## config.mk

```make
export PLATFORM = sky130hd
export DESIGN_NAME = sat_timer
export DESIGN_NICKNAME = d
export VERILOG_FILES = /design/src/logic/sat_pkg.sv /design/src/logic/sat_timer.sv
export SDC_FILE = /design/constraint.sdc
export NUM_CORES = 1
export LEC_CHECK = 0
export BUFFER_PORTS_ARGS = -buffer_cell sky130_fd_sc_hd__buf_2
export CAP_MARGIN = 30
export CORE_MARGIN = 4
export CORE_UTILIZATION = 35
export DETAILED_ROUTE_END_ITERATION = 8
export PLACE_DENSITY = 0.55
export SETUP_SLACK_MARGIN = 0.15
export SYNTH_ARGS = -nofsm -noshare
export SYNTH_HDL_FRONTEND = slang
export SYNTH_SLANG_ARGS = --single-unit
```

## constraint.sdc

```tcl
create_clock -name ref_clk -period 1.7 [get_ports ref_clk]
set_input_delay 0.085 -clock ref_clk [delete_from_list [all_inputs] [get_ports ref_clk]]
set_output_delay 0.085 -clock ref_clk [all_outputs]
set_load 0.02 [all_outputs]
```

## src/logic/sat_pkg.sv

```systemverilog
// constants for the split auto-reload timer control block
package sat_pkg;
   // =====================================================
   // register addresses on the special-function-register bus
   localparam logic [7:0] ADDR_CTRL = 8'h91;
   localparam logic [7:0] ADDR_RELOAD_LO = 8'h92;
   localparam logic [7:0] ADDR_RELOAD_HI = 8'h93;
   localparam logic [7:0] ADDR_COUNT_LO = 8'h94;
   localparam logic [7:0] ADDR_COUNT_HI = 8'h95;

   // =====================================================
   // timer_mode_and_flags_control field positions
   localparam int BIT_UPPER_WRAP = 7;
   localparam int BIT_LOWER_WRAP = 6;
   localparam int BIT_LOWER_IRQ_EN = 5;
   localparam int BIT_CAPTURE_EN = 4;
   localparam int BIT_DUAL_MODE = 3;
   localparam int BIT_RUN = 2;
   localparam int BIT_ALT_CLK_HI = 1;
   localparam int BIT_ALT_CLK_LO = 0;

   // =====================================================
   // reset values
   localparam logic [7:0] CTRL_RESET = 8'h00;
   localparam logic [7:0] BYTE_RESET = 8'h00;
   localparam logic [7:0] READ_UNMAPPED = 8'h00;

   // =====================================================
   // alternate clock select encodings
   localparam logic [1:0] ALT_SYSTEM_CLOCK_DIV12 = 2'h0;
   localparam logic [1:0] ALT_EXT_DIV8 = 2'h1;
   localparam logic [1:0] ALT_RESERVED = 2'h2;
   localparam logic [1:0] ALT_SLOW_DIV8 = 2'h3;

   // =====================================================
   // counting constants
   localparam int SYSTEM_CLOCK_DIVIDE = 12;
   localparam logic [3:0] PRESCALE_LAST = 4'(SYSTEM_CLOCK_DIVIDE - 1);
   localparam logic [3:0] PRESCALE_RESET = 4'h0;
   localparam logic [7:0] BYTE_MAX = 8'hFF;
   localparam logic [15:0] WORD_MAX = 16'hFFFF;
   localparam int PIN_COUNT = 3;
   localparam int PIN_EXT_DIV8 = 0;
   localparam int PIN_SLOW_DIV8 = 1;
   localparam int PIN_SLOW_RAW = 2;
endpackage

```

## src/logic/sat_timer.sv

```systemverilog
// split auto-reload timer: control register, counters, reload, capture, interrupt request
`timescale 1ns/1ns
module sat_timer (
   input wire logic ref_clk,
   input wire logic sys_rst,
   input wire logic [7:0] sfr_addr,
   input wire logic [7:0] sfr_wdata,
   input wire logic sfr_wr,
   input wire logic sfr_rd,
   output logic [7:0] sfr_rdata,
   input wire logic timer_irq_enable,
   input wire logic upper_byte_system_clock_select,
   input wire logic lower_byte_system_clock_select,
   input wire logic ext_osc_div8,
   input wire logic slow_osc_div8,
   input wire logic slow_internal_oscillator,
   output logic timer_irq_req
);
   // =====================================================
   // state
   logic [7:0] ctrl;
   logic [7:0] reload_lower_byte;
   logic [7:0] reload_upper_byte;
   logic [7:0] count_lower_byte;
   logic [7:0] count_upper_byte;
   logic [3:0] prescale;
   logic [sat_pkg::PIN_COUNT-1:0] pin_s1;
   logic [sat_pkg::PIN_COUNT-1:0] pin_s2;
   logic [sat_pkg::PIN_COUNT-1:0] pin_d;
   logic [7:0] next_ctrl;
   logic [7:0] next_reload_lower_byte;
   logic [7:0] next_reload_upper_byte;
   logic [7:0] next_count_lower_byte;
   logic [7:0] next_count_upper_byte;
   logic [3:0] next_prescale;
   logic [7:0] next_sfr_rdata;
   logic next_timer_irq_req;

   // =====================================================
   // field views
   logic upper_byte_wrap_flag;
   logic lower_byte_wrap_flag;
   logic lower_byte_irq_enable;
   logic slow_osc_capture_enable;
   logic dual_8bit_mode_select;
   logic count_run_control;
   logic [1:0] alternate_clock_select;

   assign upper_byte_wrap_flag = ctrl[sat_pkg::BIT_UPPER_WRAP];
   assign lower_byte_wrap_flag = ctrl[sat_pkg::BIT_LOWER_WRAP];
   assign lower_byte_irq_enable = ctrl[sat_pkg::BIT_LOWER_IRQ_EN];
   assign slow_osc_capture_enable = ctrl[sat_pkg::BIT_CAPTURE_EN];
   assign dual_8bit_mode_select = ctrl[sat_pkg::BIT_DUAL_MODE];
   assign count_run_control = ctrl[sat_pkg::BIT_RUN];
   assign alternate_clock_select = ctrl[sat_pkg::BIT_ALT_CLK_HI:sat_pkg::BIT_ALT_CLK_LO];

   // =====================================================
   // pin synchronisers and edge detection
   logic [sat_pkg::PIN_COUNT-1:0] pin_raw;
   logic [sat_pkg::PIN_COUNT-1:0] pin_rise;
   logic [sat_pkg::PIN_COUNT-1:0] pin_fall;

   assign pin_raw[sat_pkg::PIN_EXT_DIV8] = ext_osc_div8;
   assign pin_raw[sat_pkg::PIN_SLOW_DIV8] = slow_osc_div8;
   assign pin_raw[sat_pkg::PIN_SLOW_RAW] = slow_internal_oscillator;

   genvar gi;
   generate
      for (gi = 0; gi < sat_pkg::PIN_COUNT; gi++) begin : g_pin
         // edges come from the second stage only, the first may be metastable
         always_ff @(posedge ref_clk) begin
            if (sys_rst) begin
               pin_s1[gi] <= 1'b0;
               pin_s2[gi] <= 1'b0;
               pin_d[gi] <= 1'b0;
            end else begin
               pin_s1[gi] <= pin_raw[gi];
               pin_s2[gi] <= pin_s1[gi];
               pin_d[gi] <= pin_s2[gi];
            end
         end
         assign pin_rise[gi] = pin_s2[gi] & ~pin_d[gi];
         assign pin_fall[gi] = ~pin_s2[gi] & pin_d[gi];
      end
   endgenerate

   // =====================================================
   // count enables
   logic tick_div12;
   logic alt_tick;
   logic tick_lower;
   logic tick_upper;
   logic inc_lower;
   logic inc_upper;
   logic wrap_lower;
   logic wrap_upper;
   logic capture;
   logic wr_ctrl;
   logic [15:0] count_word;

   assign tick_div12 = (prescale == sat_pkg::PRESCALE_LAST);
   assign count_word = {count_upper_byte, count_lower_byte};
   assign wr_ctrl = sfr_wr && (sfr_addr == sat_pkg::ADDR_CTRL);

   always_comb begin
      unique case (alternate_clock_select)
         sat_pkg::ALT_SYSTEM_CLOCK_DIV12: alt_tick = tick_div12;
         sat_pkg::ALT_EXT_DIV8: alt_tick = pin_rise[sat_pkg::PIN_EXT_DIV8];
         sat_pkg::ALT_SLOW_DIV8: alt_tick = pin_rise[sat_pkg::PIN_SLOW_DIV8];
         sat_pkg::ALT_RESERVED: alt_tick = 1'b0;
      endcase
      // the same alternate source feeds both bytes, each may take system_clock instead
      tick_lower = lower_byte_system_clock_select | alt_tick;
      tick_upper = upper_byte_system_clock_select | alt_tick;
      if (dual_8bit_mode_select) begin
         inc_lower = tick_lower;
         inc_upper = tick_upper & count_run_control;
      end else begin
         inc_lower = tick_lower & count_run_control;
         inc_upper = 1'b0;
      end
      wrap_lower = inc_lower && (count_lower_byte == sat_pkg::BYTE_MAX);
      if (dual_8bit_mode_select) begin
         wrap_upper = inc_upper && (count_upper_byte == sat_pkg::BYTE_MAX);
      end else begin
         wrap_upper = inc_lower && (count_word == sat_pkg::WORD_MAX);
      end
      capture = slow_osc_capture_enable & pin_fall[sat_pkg::PIN_SLOW_RAW];
   end

   // =====================================================
   // register write decode
   // writes to unmapped addresses decode to nothing and are dropped
   logic wr_reload_lo;
   logic wr_reload_hi;
   logic wr_count_lo;
   logic wr_count_hi;

   assign wr_reload_lo = sfr_wr && (sfr_addr == sat_pkg::ADDR_RELOAD_LO);
   assign wr_reload_hi = sfr_wr && (sfr_addr == sat_pkg::ADDR_RELOAD_HI);
   assign wr_count_lo = sfr_wr && (sfr_addr == sat_pkg::ADDR_COUNT_LO);
   assign wr_count_hi = sfr_wr && (sfr_addr == sat_pkg::ADDR_COUNT_HI);

   // =====================================================
   // prescaler: free running, so a source change never restarts the div12 phase
   always_comb begin
      next_prescale = tick_div12 ? sat_pkg::PRESCALE_RESET : 4'(prescale + 4'h1);
   end

   always_ff @(posedge ref_clk) begin
      if (sys_rst) begin
         prescale <= sat_pkg::PRESCALE_RESET;
      end else begin
         prescale <= next_prescale;
      end
   end

   // =====================================================
   // counters: a software write to a count byte wins over counting
   // the word is not latched, so a carry may land between reading the two bytes
   always_comb begin
      next_count_lower_byte = count_lower_byte;
      next_count_upper_byte = count_upper_byte;
      if (dual_8bit_mode_select) begin
         if (inc_lower) begin
            next_count_lower_byte = wrap_lower ? reload_lower_byte
                                               : 8'(count_lower_byte + 8'h01);
         end
         if (inc_upper) begin
            next_count_upper_byte = wrap_upper ? reload_upper_byte
                                               : 8'(count_upper_byte + 8'h01);
         end
      end else if (inc_lower) begin
         if (wrap_upper) begin
            next_count_lower_byte = reload_lower_byte;
            next_count_upper_byte = reload_upper_byte;
         end else begin
            {next_count_upper_byte, next_count_lower_byte} = 16'(count_word + 16'h0001);
         end
      end
      if (wr_count_lo) begin
         next_count_lower_byte = sfr_wdata;
      end
      if (wr_count_hi) begin
         next_count_upper_byte = sfr_wdata;
      end
   end

   always_ff @(posedge ref_clk) begin
      if (sys_rst) begin
         count_lower_byte <= sat_pkg::BYTE_RESET;
         count_upper_byte <= sat_pkg::BYTE_RESET;
      end else begin
         count_lower_byte <= next_count_lower_byte;
         count_upper_byte <= next_count_upper_byte;
      end
   end

   // =====================================================
   // reload pair: a capture edge wins over a software write so no sample is lost
   always_comb begin
      next_reload_lower_byte = reload_lower_byte;
      next_reload_upper_byte = reload_upper_byte;
      if (wr_reload_lo) begin
         next_reload_lower_byte = sfr_wdata;
      end
      if (wr_reload_hi) begin
         next_reload_upper_byte = sfr_wdata;
      end
      if (capture) begin
         next_reload_lower_byte = count_lower_byte;
         next_reload_upper_byte = count_upper_byte;
      end
   end

   always_ff @(posedge ref_clk) begin
      if (sys_rst) begin
         reload_lower_byte <= sat_pkg::BYTE_RESET;
         reload_upper_byte <= sat_pkg::BYTE_RESET;
      end else begin
         reload_lower_byte <= next_reload_lower_byte;
         reload_upper_byte <= next_reload_upper_byte;
      end
   end

   // =====================================================
   // control: flags only ever cleared by a software write of zero
   always_comb begin
      next_ctrl = wr_ctrl ? sfr_wdata : ctrl;
      next_ctrl[sat_pkg::BIT_UPPER_WRAP] = next_ctrl[sat_pkg::BIT_UPPER_WRAP]
                                           | wrap_upper | capture;
      next_ctrl[sat_pkg::BIT_LOWER_WRAP] = next_ctrl[sat_pkg::BIT_LOWER_WRAP]
                                           | wrap_lower;
   end

   always_ff @(posedge ref_clk) begin
      if (sys_rst) begin
         ctrl <= sat_pkg::CTRL_RESET;
      end else begin
         ctrl <= next_ctrl;
      end
   end

   // =====================================================
   // interrupt request: follows the stored flags one cycle later
   // the enable is a level, so dropping it withdraws the request next cycle
   always_comb begin
      next_timer_irq_req = timer_irq_enable
                           & (upper_byte_wrap_flag
                              | (lower_byte_irq_enable & lower_byte_wrap_flag));
   end

   always_ff @(posedge ref_clk) begin
      if (sys_rst) begin
         timer_irq_req <= 1'h0;
      end else begin
         timer_irq_req <= next_timer_irq_req;
      end
   end

   // =====================================================
   // read data: shows the value before any write in the same cycle
   always_comb begin
      next_sfr_rdata = sfr_rdata;
      if (sfr_rd) begin
         unique case (sfr_addr)
            sat_pkg::ADDR_CTRL: next_sfr_rdata = ctrl;
            sat_pkg::ADDR_RELOAD_LO: next_sfr_rdata = reload_lower_byte;
            sat_pkg::ADDR_RELOAD_HI: next_sfr_rdata = reload_upper_byte;
            sat_pkg::ADDR_COUNT_LO: next_sfr_rdata = count_lower_byte;
            sat_pkg::ADDR_COUNT_HI: next_sfr_rdata = count_upper_byte;
            default: next_sfr_rdata = sat_pkg::READ_UNMAPPED;
         endcase
      end
   end

   always_ff @(posedge ref_clk) begin
      if (sys_rst) begin
         sfr_rdata <= sat_pkg::BYTE_RESET;
      end else begin
         sfr_rdata <= next_sfr_rdata;
      end
   end
endmodule

```

==> metrics, run 1 <==
core area 9328 µm²; Worst Path Arrival 2040 ps; crit end category register; Crit Path Class register to register; DIE HEIGHT 106.4 µm; Post-DP Area 4123 µm²; largest net degree at the start of global routing 40; Required @ worst endpoint 1930 ps; Hold Path Class input pin to register; max-cap check violation count 0; n_diodes 0; H-tree levels 3; largest family of logic cells by synthesized area compound AO/OA/AOI/OAI gates; Post-DRT Antenna Nets 0; Cell Area, Synth 3391 µm²; Synth cell types 64; most common cell in the synthesized netlist dfxtp_1; endpoints failing setup 15; Synth Area in Simple Gates 0.2048; via density per instance 5.894; min Tclk post-route 1814 ps; DRT Pass-1 Iters 5; initial antenna violation count 0; register area share after synthesis 0.3661; worst slack at placement -177.0 ps; layout cells sized above 1 0.3781; fmax 0.5513 GHz; Critical Path Start Type register; failing checks setup timing; first-pass GRT wire length 18880 µm; Net Count, Synth 416; maximum fanout along the worst path 6; die width 106.4 µm; RSZ-0062 raised after global routing true; #FFs+latches synth 62; # DRC 0; Clock Sinks 62; Final Hold Viols 0; Synth top cells by count dfxtp_1, a21oi_1, nor2_1; drt total wl 11960 µm; adder-cell share of the synthesized area 0.01107; fin nets 508; Least-Margin Pin Slew 564.9 ps; clk slew on worst S/H paths 70 ps; via count 3613; std cell rows 35; mux cell area share after synthesis 0.06900; Cells after Synth 387; Mapped Avg Cell Area 8.762 µm²; Slew Viols, Final 0; io pins 35; synth top area cells dfxtp_1, mux2i_1, a21oi_1; DP Wirelength 8656 µm; WL/cell 19.51 µm; period utilization 1.067; Final Cell Area 4710 µm²; total power 0.003233 W; CTS tree built; pwr/cell area 686.5 nW/µm²; Num CTS Buffers 9; Main synth FF type dfxtp_1; Layout Skew 4.968 ps; largest area contributor in the netlist dfxtp_1; fillers 869; fraction of the mapped netlist area in compound gates 0.2941; gr usage total 0.2151; outcome finished, violations left; fraction of registers with async set/reset 0; area share of the largest cell type after synthesis 0.3661; DIE AREA 11330 µm²; latest clock arrival within the worst-skew pair 350 ps; worst rel slew slack 0.6234; static leakage 1.894 nW; GRT Residual Overflow 0; Yosys Warn Count 0; EDFF count, synth 0; Detailed Route Iter0 Violations 315; Finished Core Util 0.5049; RD Place Congestion 0.9690; input/output buffers 34; PnR worst setup slack -113.8 ps; Root Driver clkbuf_8; XOR/XNOR Fraction of Synth Area 0.01550; vias in the first global route 3464; area delta synth->final 38.89%; Initial Util 0.3635; Worst VDD drop 0.3976 mV; Clock Tree Buf Depth 2; worst hold margin 46.14 ps
area by class of cell:
cell class                 instances  area, µm²  area share
multi-input combinational        293       2273      0.4827
sequential                        62       1266      0.2689
timing repair buffer             104      744.5      0.1581
tap                              129      161.4     0.03427
clock buffer                      10      148.9     0.03162
clock inverter                     6      81.33     0.01727
inverter                           9      33.78    0.007173
cell usage in the layout (no fill, tap or decap), drive strengths merged, types with 3 or more instances in the layout:
cell type	count
nand4	6
nor3b	3
a22oi	12
nor2b	10
a21oi	41
nand3	14
o22ai	4
nor3	11
nand2	22
and4	7
xnor2	4
inv	10
mux2i	23
ha	3
dlygate4sd3	4
dfxtp	62
o21ai	25
and3	9
a22o	4
a31oi	7
o221ai	5
o32ai	6
clkinv	3
o2111ai	3
a311oi	8
buf	100
clkbuf	10
nor2	24
a222oi	4
a211oi	6
report_power, final:
group,internal [W],switching (W),leakage (nW)
combinational,0.0000942,0.000133,1.26
clock,0.000907,0.000615,0.121
sequential,0.00147,0.0000135,0.509
state kept, by name (all words and copies together) (netlist names):
register and flops:
count_lower_byte 8, count_upper_byte 8, ctrl 8, reload_lower_byte 8, reload_upper_byte 8, sfr_rdata 8, prescale 4, pin_d 3
pin_s1 3, pin_s2 3, timer_irq_req 1
what timing repair did:
action / in CTS / in global routing
pin swaps: 22 / 12
endpoints found under the hold margin: 4 / 0
hold buffers: 4 / 0
setup buffers: 11 / 2
cloned: 0 / 0
gates resized for setup: 37 / 13
endpoints found under the setup margin: 18 / 18
path summary, 6_finish.rpt:
check               startpoint             endpoint  slack (ps)  cells after the start
setup / recovery   prescale[1]  count_lower_byte[6]        -110                      7
hold / removal    sfr_wdata[1]              ctrl[1]          50                      3
setup reg to reg   prescale[1]  count_lower_byte[6]        -110                      7
hold reg to reg      pin_s1[2]            pin_s2[2]         440                      1
per-stage QoR:
step / std cells / TNS (ps)
after global placement: 580 / -773.4
after global routing: 613 / -1910
after CTS: 611 / -954.7
after floorplan: 387 / 0
final: 613 / -903.6
after detailed placement: 580 / -1360
layer usage:
| metal | part of all wire | global-route usage | vias to the layer above |
|---|---|---|---|
| met3 | 0.074 | 0.04554 | 28 |
| met2 | 0.44 | 0.3226 | 160 |
| met1 | 0.46 | 0.2916 | 1741 |
| met5 | 0 | 0 | - |
| met4 | 0.033 | 0.1078 | 0 |
| li1 | - | - | 1684 |
logic make-up after synthesis:
| logic type | after synthesis |
|---|---|
| compound gates | 141 |
| xor+xnor | 6 |
| fa+ha+maj | 3 |
| buf+inv | 32 |
| flops | 62 |
| mux | 23 |
| simple gates | 120 |
critical path, stage by stage (launching register included):
cell       delay, ps
dfxtp_2          340
ha_4             160
and3b_4          210
a2111oi_4        440
buf_4            210
o21ai_4           80
o22ai_1          190
nor3_1            60
No activity file was read; power rests on OpenSTA's default activity.
==> inputs of run 2 (changes only) <==
Settings changed: BUFFER_PORTS_ARGS -buffer_cell sky130_fd_sc_hd__buf_2 to not set, DONT_BUFFER_PORTS set to 1, PLACE_DENSITY 0.55 to 0.5.
Clock period 1.7 ns to 1.9 ns, I/O delays scaled along.
==> metrics, run 2 (same netlist as run 1, synthesis figures left out) <==
Worst VDD drop 0.3656 mV (-8.0%); internal power component 0.002169 W (-12%); Sequential Area 1256 µm² (-0.79%); FF-to-FF path depth 7 (unchanged); min Tclk post-route 1844 ps (+29.90 ps); Critical Path Start Type register; fin nets 477 (-6.1%); fmax 0.5424 GHz (-1.6%); R2R Path Start prescale[0]; Final Non-Filler Cells 584 (-4.7%); reg2reg setup slack 60 ps (+170 ps); Net Sw Power 0.0006570 W (-14%); crit end category register; worst slack at placement -15.43 ps (+161.5 ps); area delta synth->final 33.58%; max-cap check violation count 0 (unchanged); Critical R2R Capture count_lower_byte[0]; gr usage total 0.2315 (+0.01639); clock power share 0.463 (-0.008); layout cells sized above 1 0.2781 (-0.09995); Worst Path Arrival 2100 ps (+60 ps); RSZ-0062 raised after global routing true; Clock Tree Buf Depth 2 (unchanged); period utilization 0.9704 (-0.09657); outcome finished, final reports clean; die width 106.4 µm (unchanged); via count 3480 (-3.7%); clk slew on worst S/H paths 70 ps (about the same); # DRC 0 (unchanged); endpoints failing setup 0 (-15); RD Place Congestion 0.9790 (+1.0%); CTS tree built; total power 0.002826 W (-13%); static leakage 1.698 nW (-10%); Num CTS Buffers 9 (unchanged); Slew Viols, Final 0 (unchanged); Initial Util 0.3635 (unchanged); Finished Core Util 0.4856 (-0.01932); drt total wl 13030 µm (+8.9%); initial antenna violation count 2 (+2); pwr/cell area 623.9 nW/µm² (-9.1%); Clock Sinks 62 (unchanged); input/output buffers 0 (-100%); PnR worst setup slack 56.29 ps (+170.1 ps); Switching Share 0.2325 (-0.003102); DP Wirelength 9132 µm (+5.5%); DIE HEIGHT 106.4 µm (unchanged); std cell rows 35 (unchanged); area occupied by multi-input gates 2243 µm² (-1.3%); Detailed Route Iter0 Violations 273 (-13%); largest net degree at the start of global routing 40 (unchanged); latest clock arrival within the worst-skew pair 350 ps (about the same); H-tree levels 3 (unchanged); core area 9328 µm² (unchanged); Layout Skew 8.805 ps (+3.836 ps); via density per instance 5.959 (+1.1%); commonest non-fill, non-tap cell in the layout dfxtp_1; Hold Path Class input pin to register; worst rel slew slack 0.6433 (+0.01992); cell total after placement 536 (-7.6%); DIE AREA 11330 µm² (unchanged); first-pass GRT wire length 19770 µm (+4.7%); combinational power share 0.062 (-0.008); Final Hold Viols 0 (unchanged); DRT Pass-1 Iters 5 (unchanged); maximum fanout along the worst path 4 (-2); io pins 35 (unchanged); fillers 905 (+4.1%); vias in the first global route 3241 (-6.4%); worst hold start sys_rst; Seq pwr share 0.475 (+0.016); Post-DRT Antenna Nets 0 (unchanged); Hold EP count_upper_byte[3]; Required @ worst endpoint 2160 ps (+230 ps); hold path depth 2 (-1); Crit Path Class register to register; GRT Residual Overflow 0 (unchanged); most frequent cells in the layout dfxtp_1, buf_4, a21oi_1; Root Driver clkbuf_8; Least-Margin Pin Slew 533.2 ps (-31.64 ps); WL/cell 22.30 µm (+14%); Fin Setup TNS 0 ps (+903.6 ps)
==> run 2: changes by cell type in the layout (fill, tap and decap cells not counted), sizes merged <==
cell,before,now
diode,0,2
dlygate4sd3,4,20
clkbuf,10,12
clkinv,3,2
buf,100,53
inv,10,9
==> run 2: final cells by class <==
class	count	area share
Clock buffer	12	0.03204
Sequential cell	62	0.2773
Inverter	9	0.007459
Multi-Input combinational cell	293	0.4953
Clock inverter	4	0.01547
Tap cell	129	0.03564
Antenna cell	2	0.001105
Timing Repair Buffer	73	0.1356
==> run 2: per-stage QoR <==
step | cell area (µm²) | hold WS (ps)
after floorplan | 3411 | 223.2
after detailed placement | 3795 | 171.1
after CTS | 4297 | 14.49
final | 4529 | 47.64
after global routing | 4527 | 42.37
after global placement | 3795 | 170.9
==> run 2: worst max path at each step <==
stage                        start                  end  cells past startpoint
3_5_place_dp           prescale[0]  count_lower_byte[1]                      7
3_3_place_gp           prescale[0]  count_lower_byte[1]                      7
5_1_grt                prescale[0]  count_lower_byte[7]                      7
4_1_cts                prescale[0]  count_lower_byte[7]                      7
2_1_floorplan  count_upper_byte[0]  count_lower_byte[7]                      6
6_report               prescale[0]  count_lower_byte[0]                      7
==> run 2: layer usage <==
metal / routed length (µm) / global-route usage / vias to the layer above
li1: - / - / 1633
met1: 5969 / 0.3127 / 1675
met2: 5783 / 0.3511 / 149
met3: 968 / 0.07104 / 23
met4: 304 / 0.07671 / 0
met5: 0 / 0 / -
==> run 2: power by group through the flow <==
stage | sequential, W | combinational [W] | clock (W)
after floorplan | 0.00137 | 0.0000814 | 0
after global placement | 0.00137 | 0.0000904 | 0
after detailed placement | 0.00137 | 0.0000924 | 0
after CTS | 0.00134 | 0.000163 | 0.00133
after global routing | 0.00135 | 0.000188 | 0.00138
final | 0.00134 | 0.000175 | 0.00131
==> run 2: timing repair <==
item	4_1_cts	5_1_grt
pin swaps	3	18
buffers inserted	5	4
gates resized for setup	11	37
hold buffers	20	1
hold endpoints to repair	60	1
cloned	0	0
endpoints found under the setup margin	12	17
==> run 2: worst max-delay path: stages (launching register included) <==
cell,delay (ps)
dfxtp_2,340
ha_4,150
and3b_4,200
buf_6,120
a2111o_1,520
nand2_4,150
o2111ai_2,130
o32ai_2,150
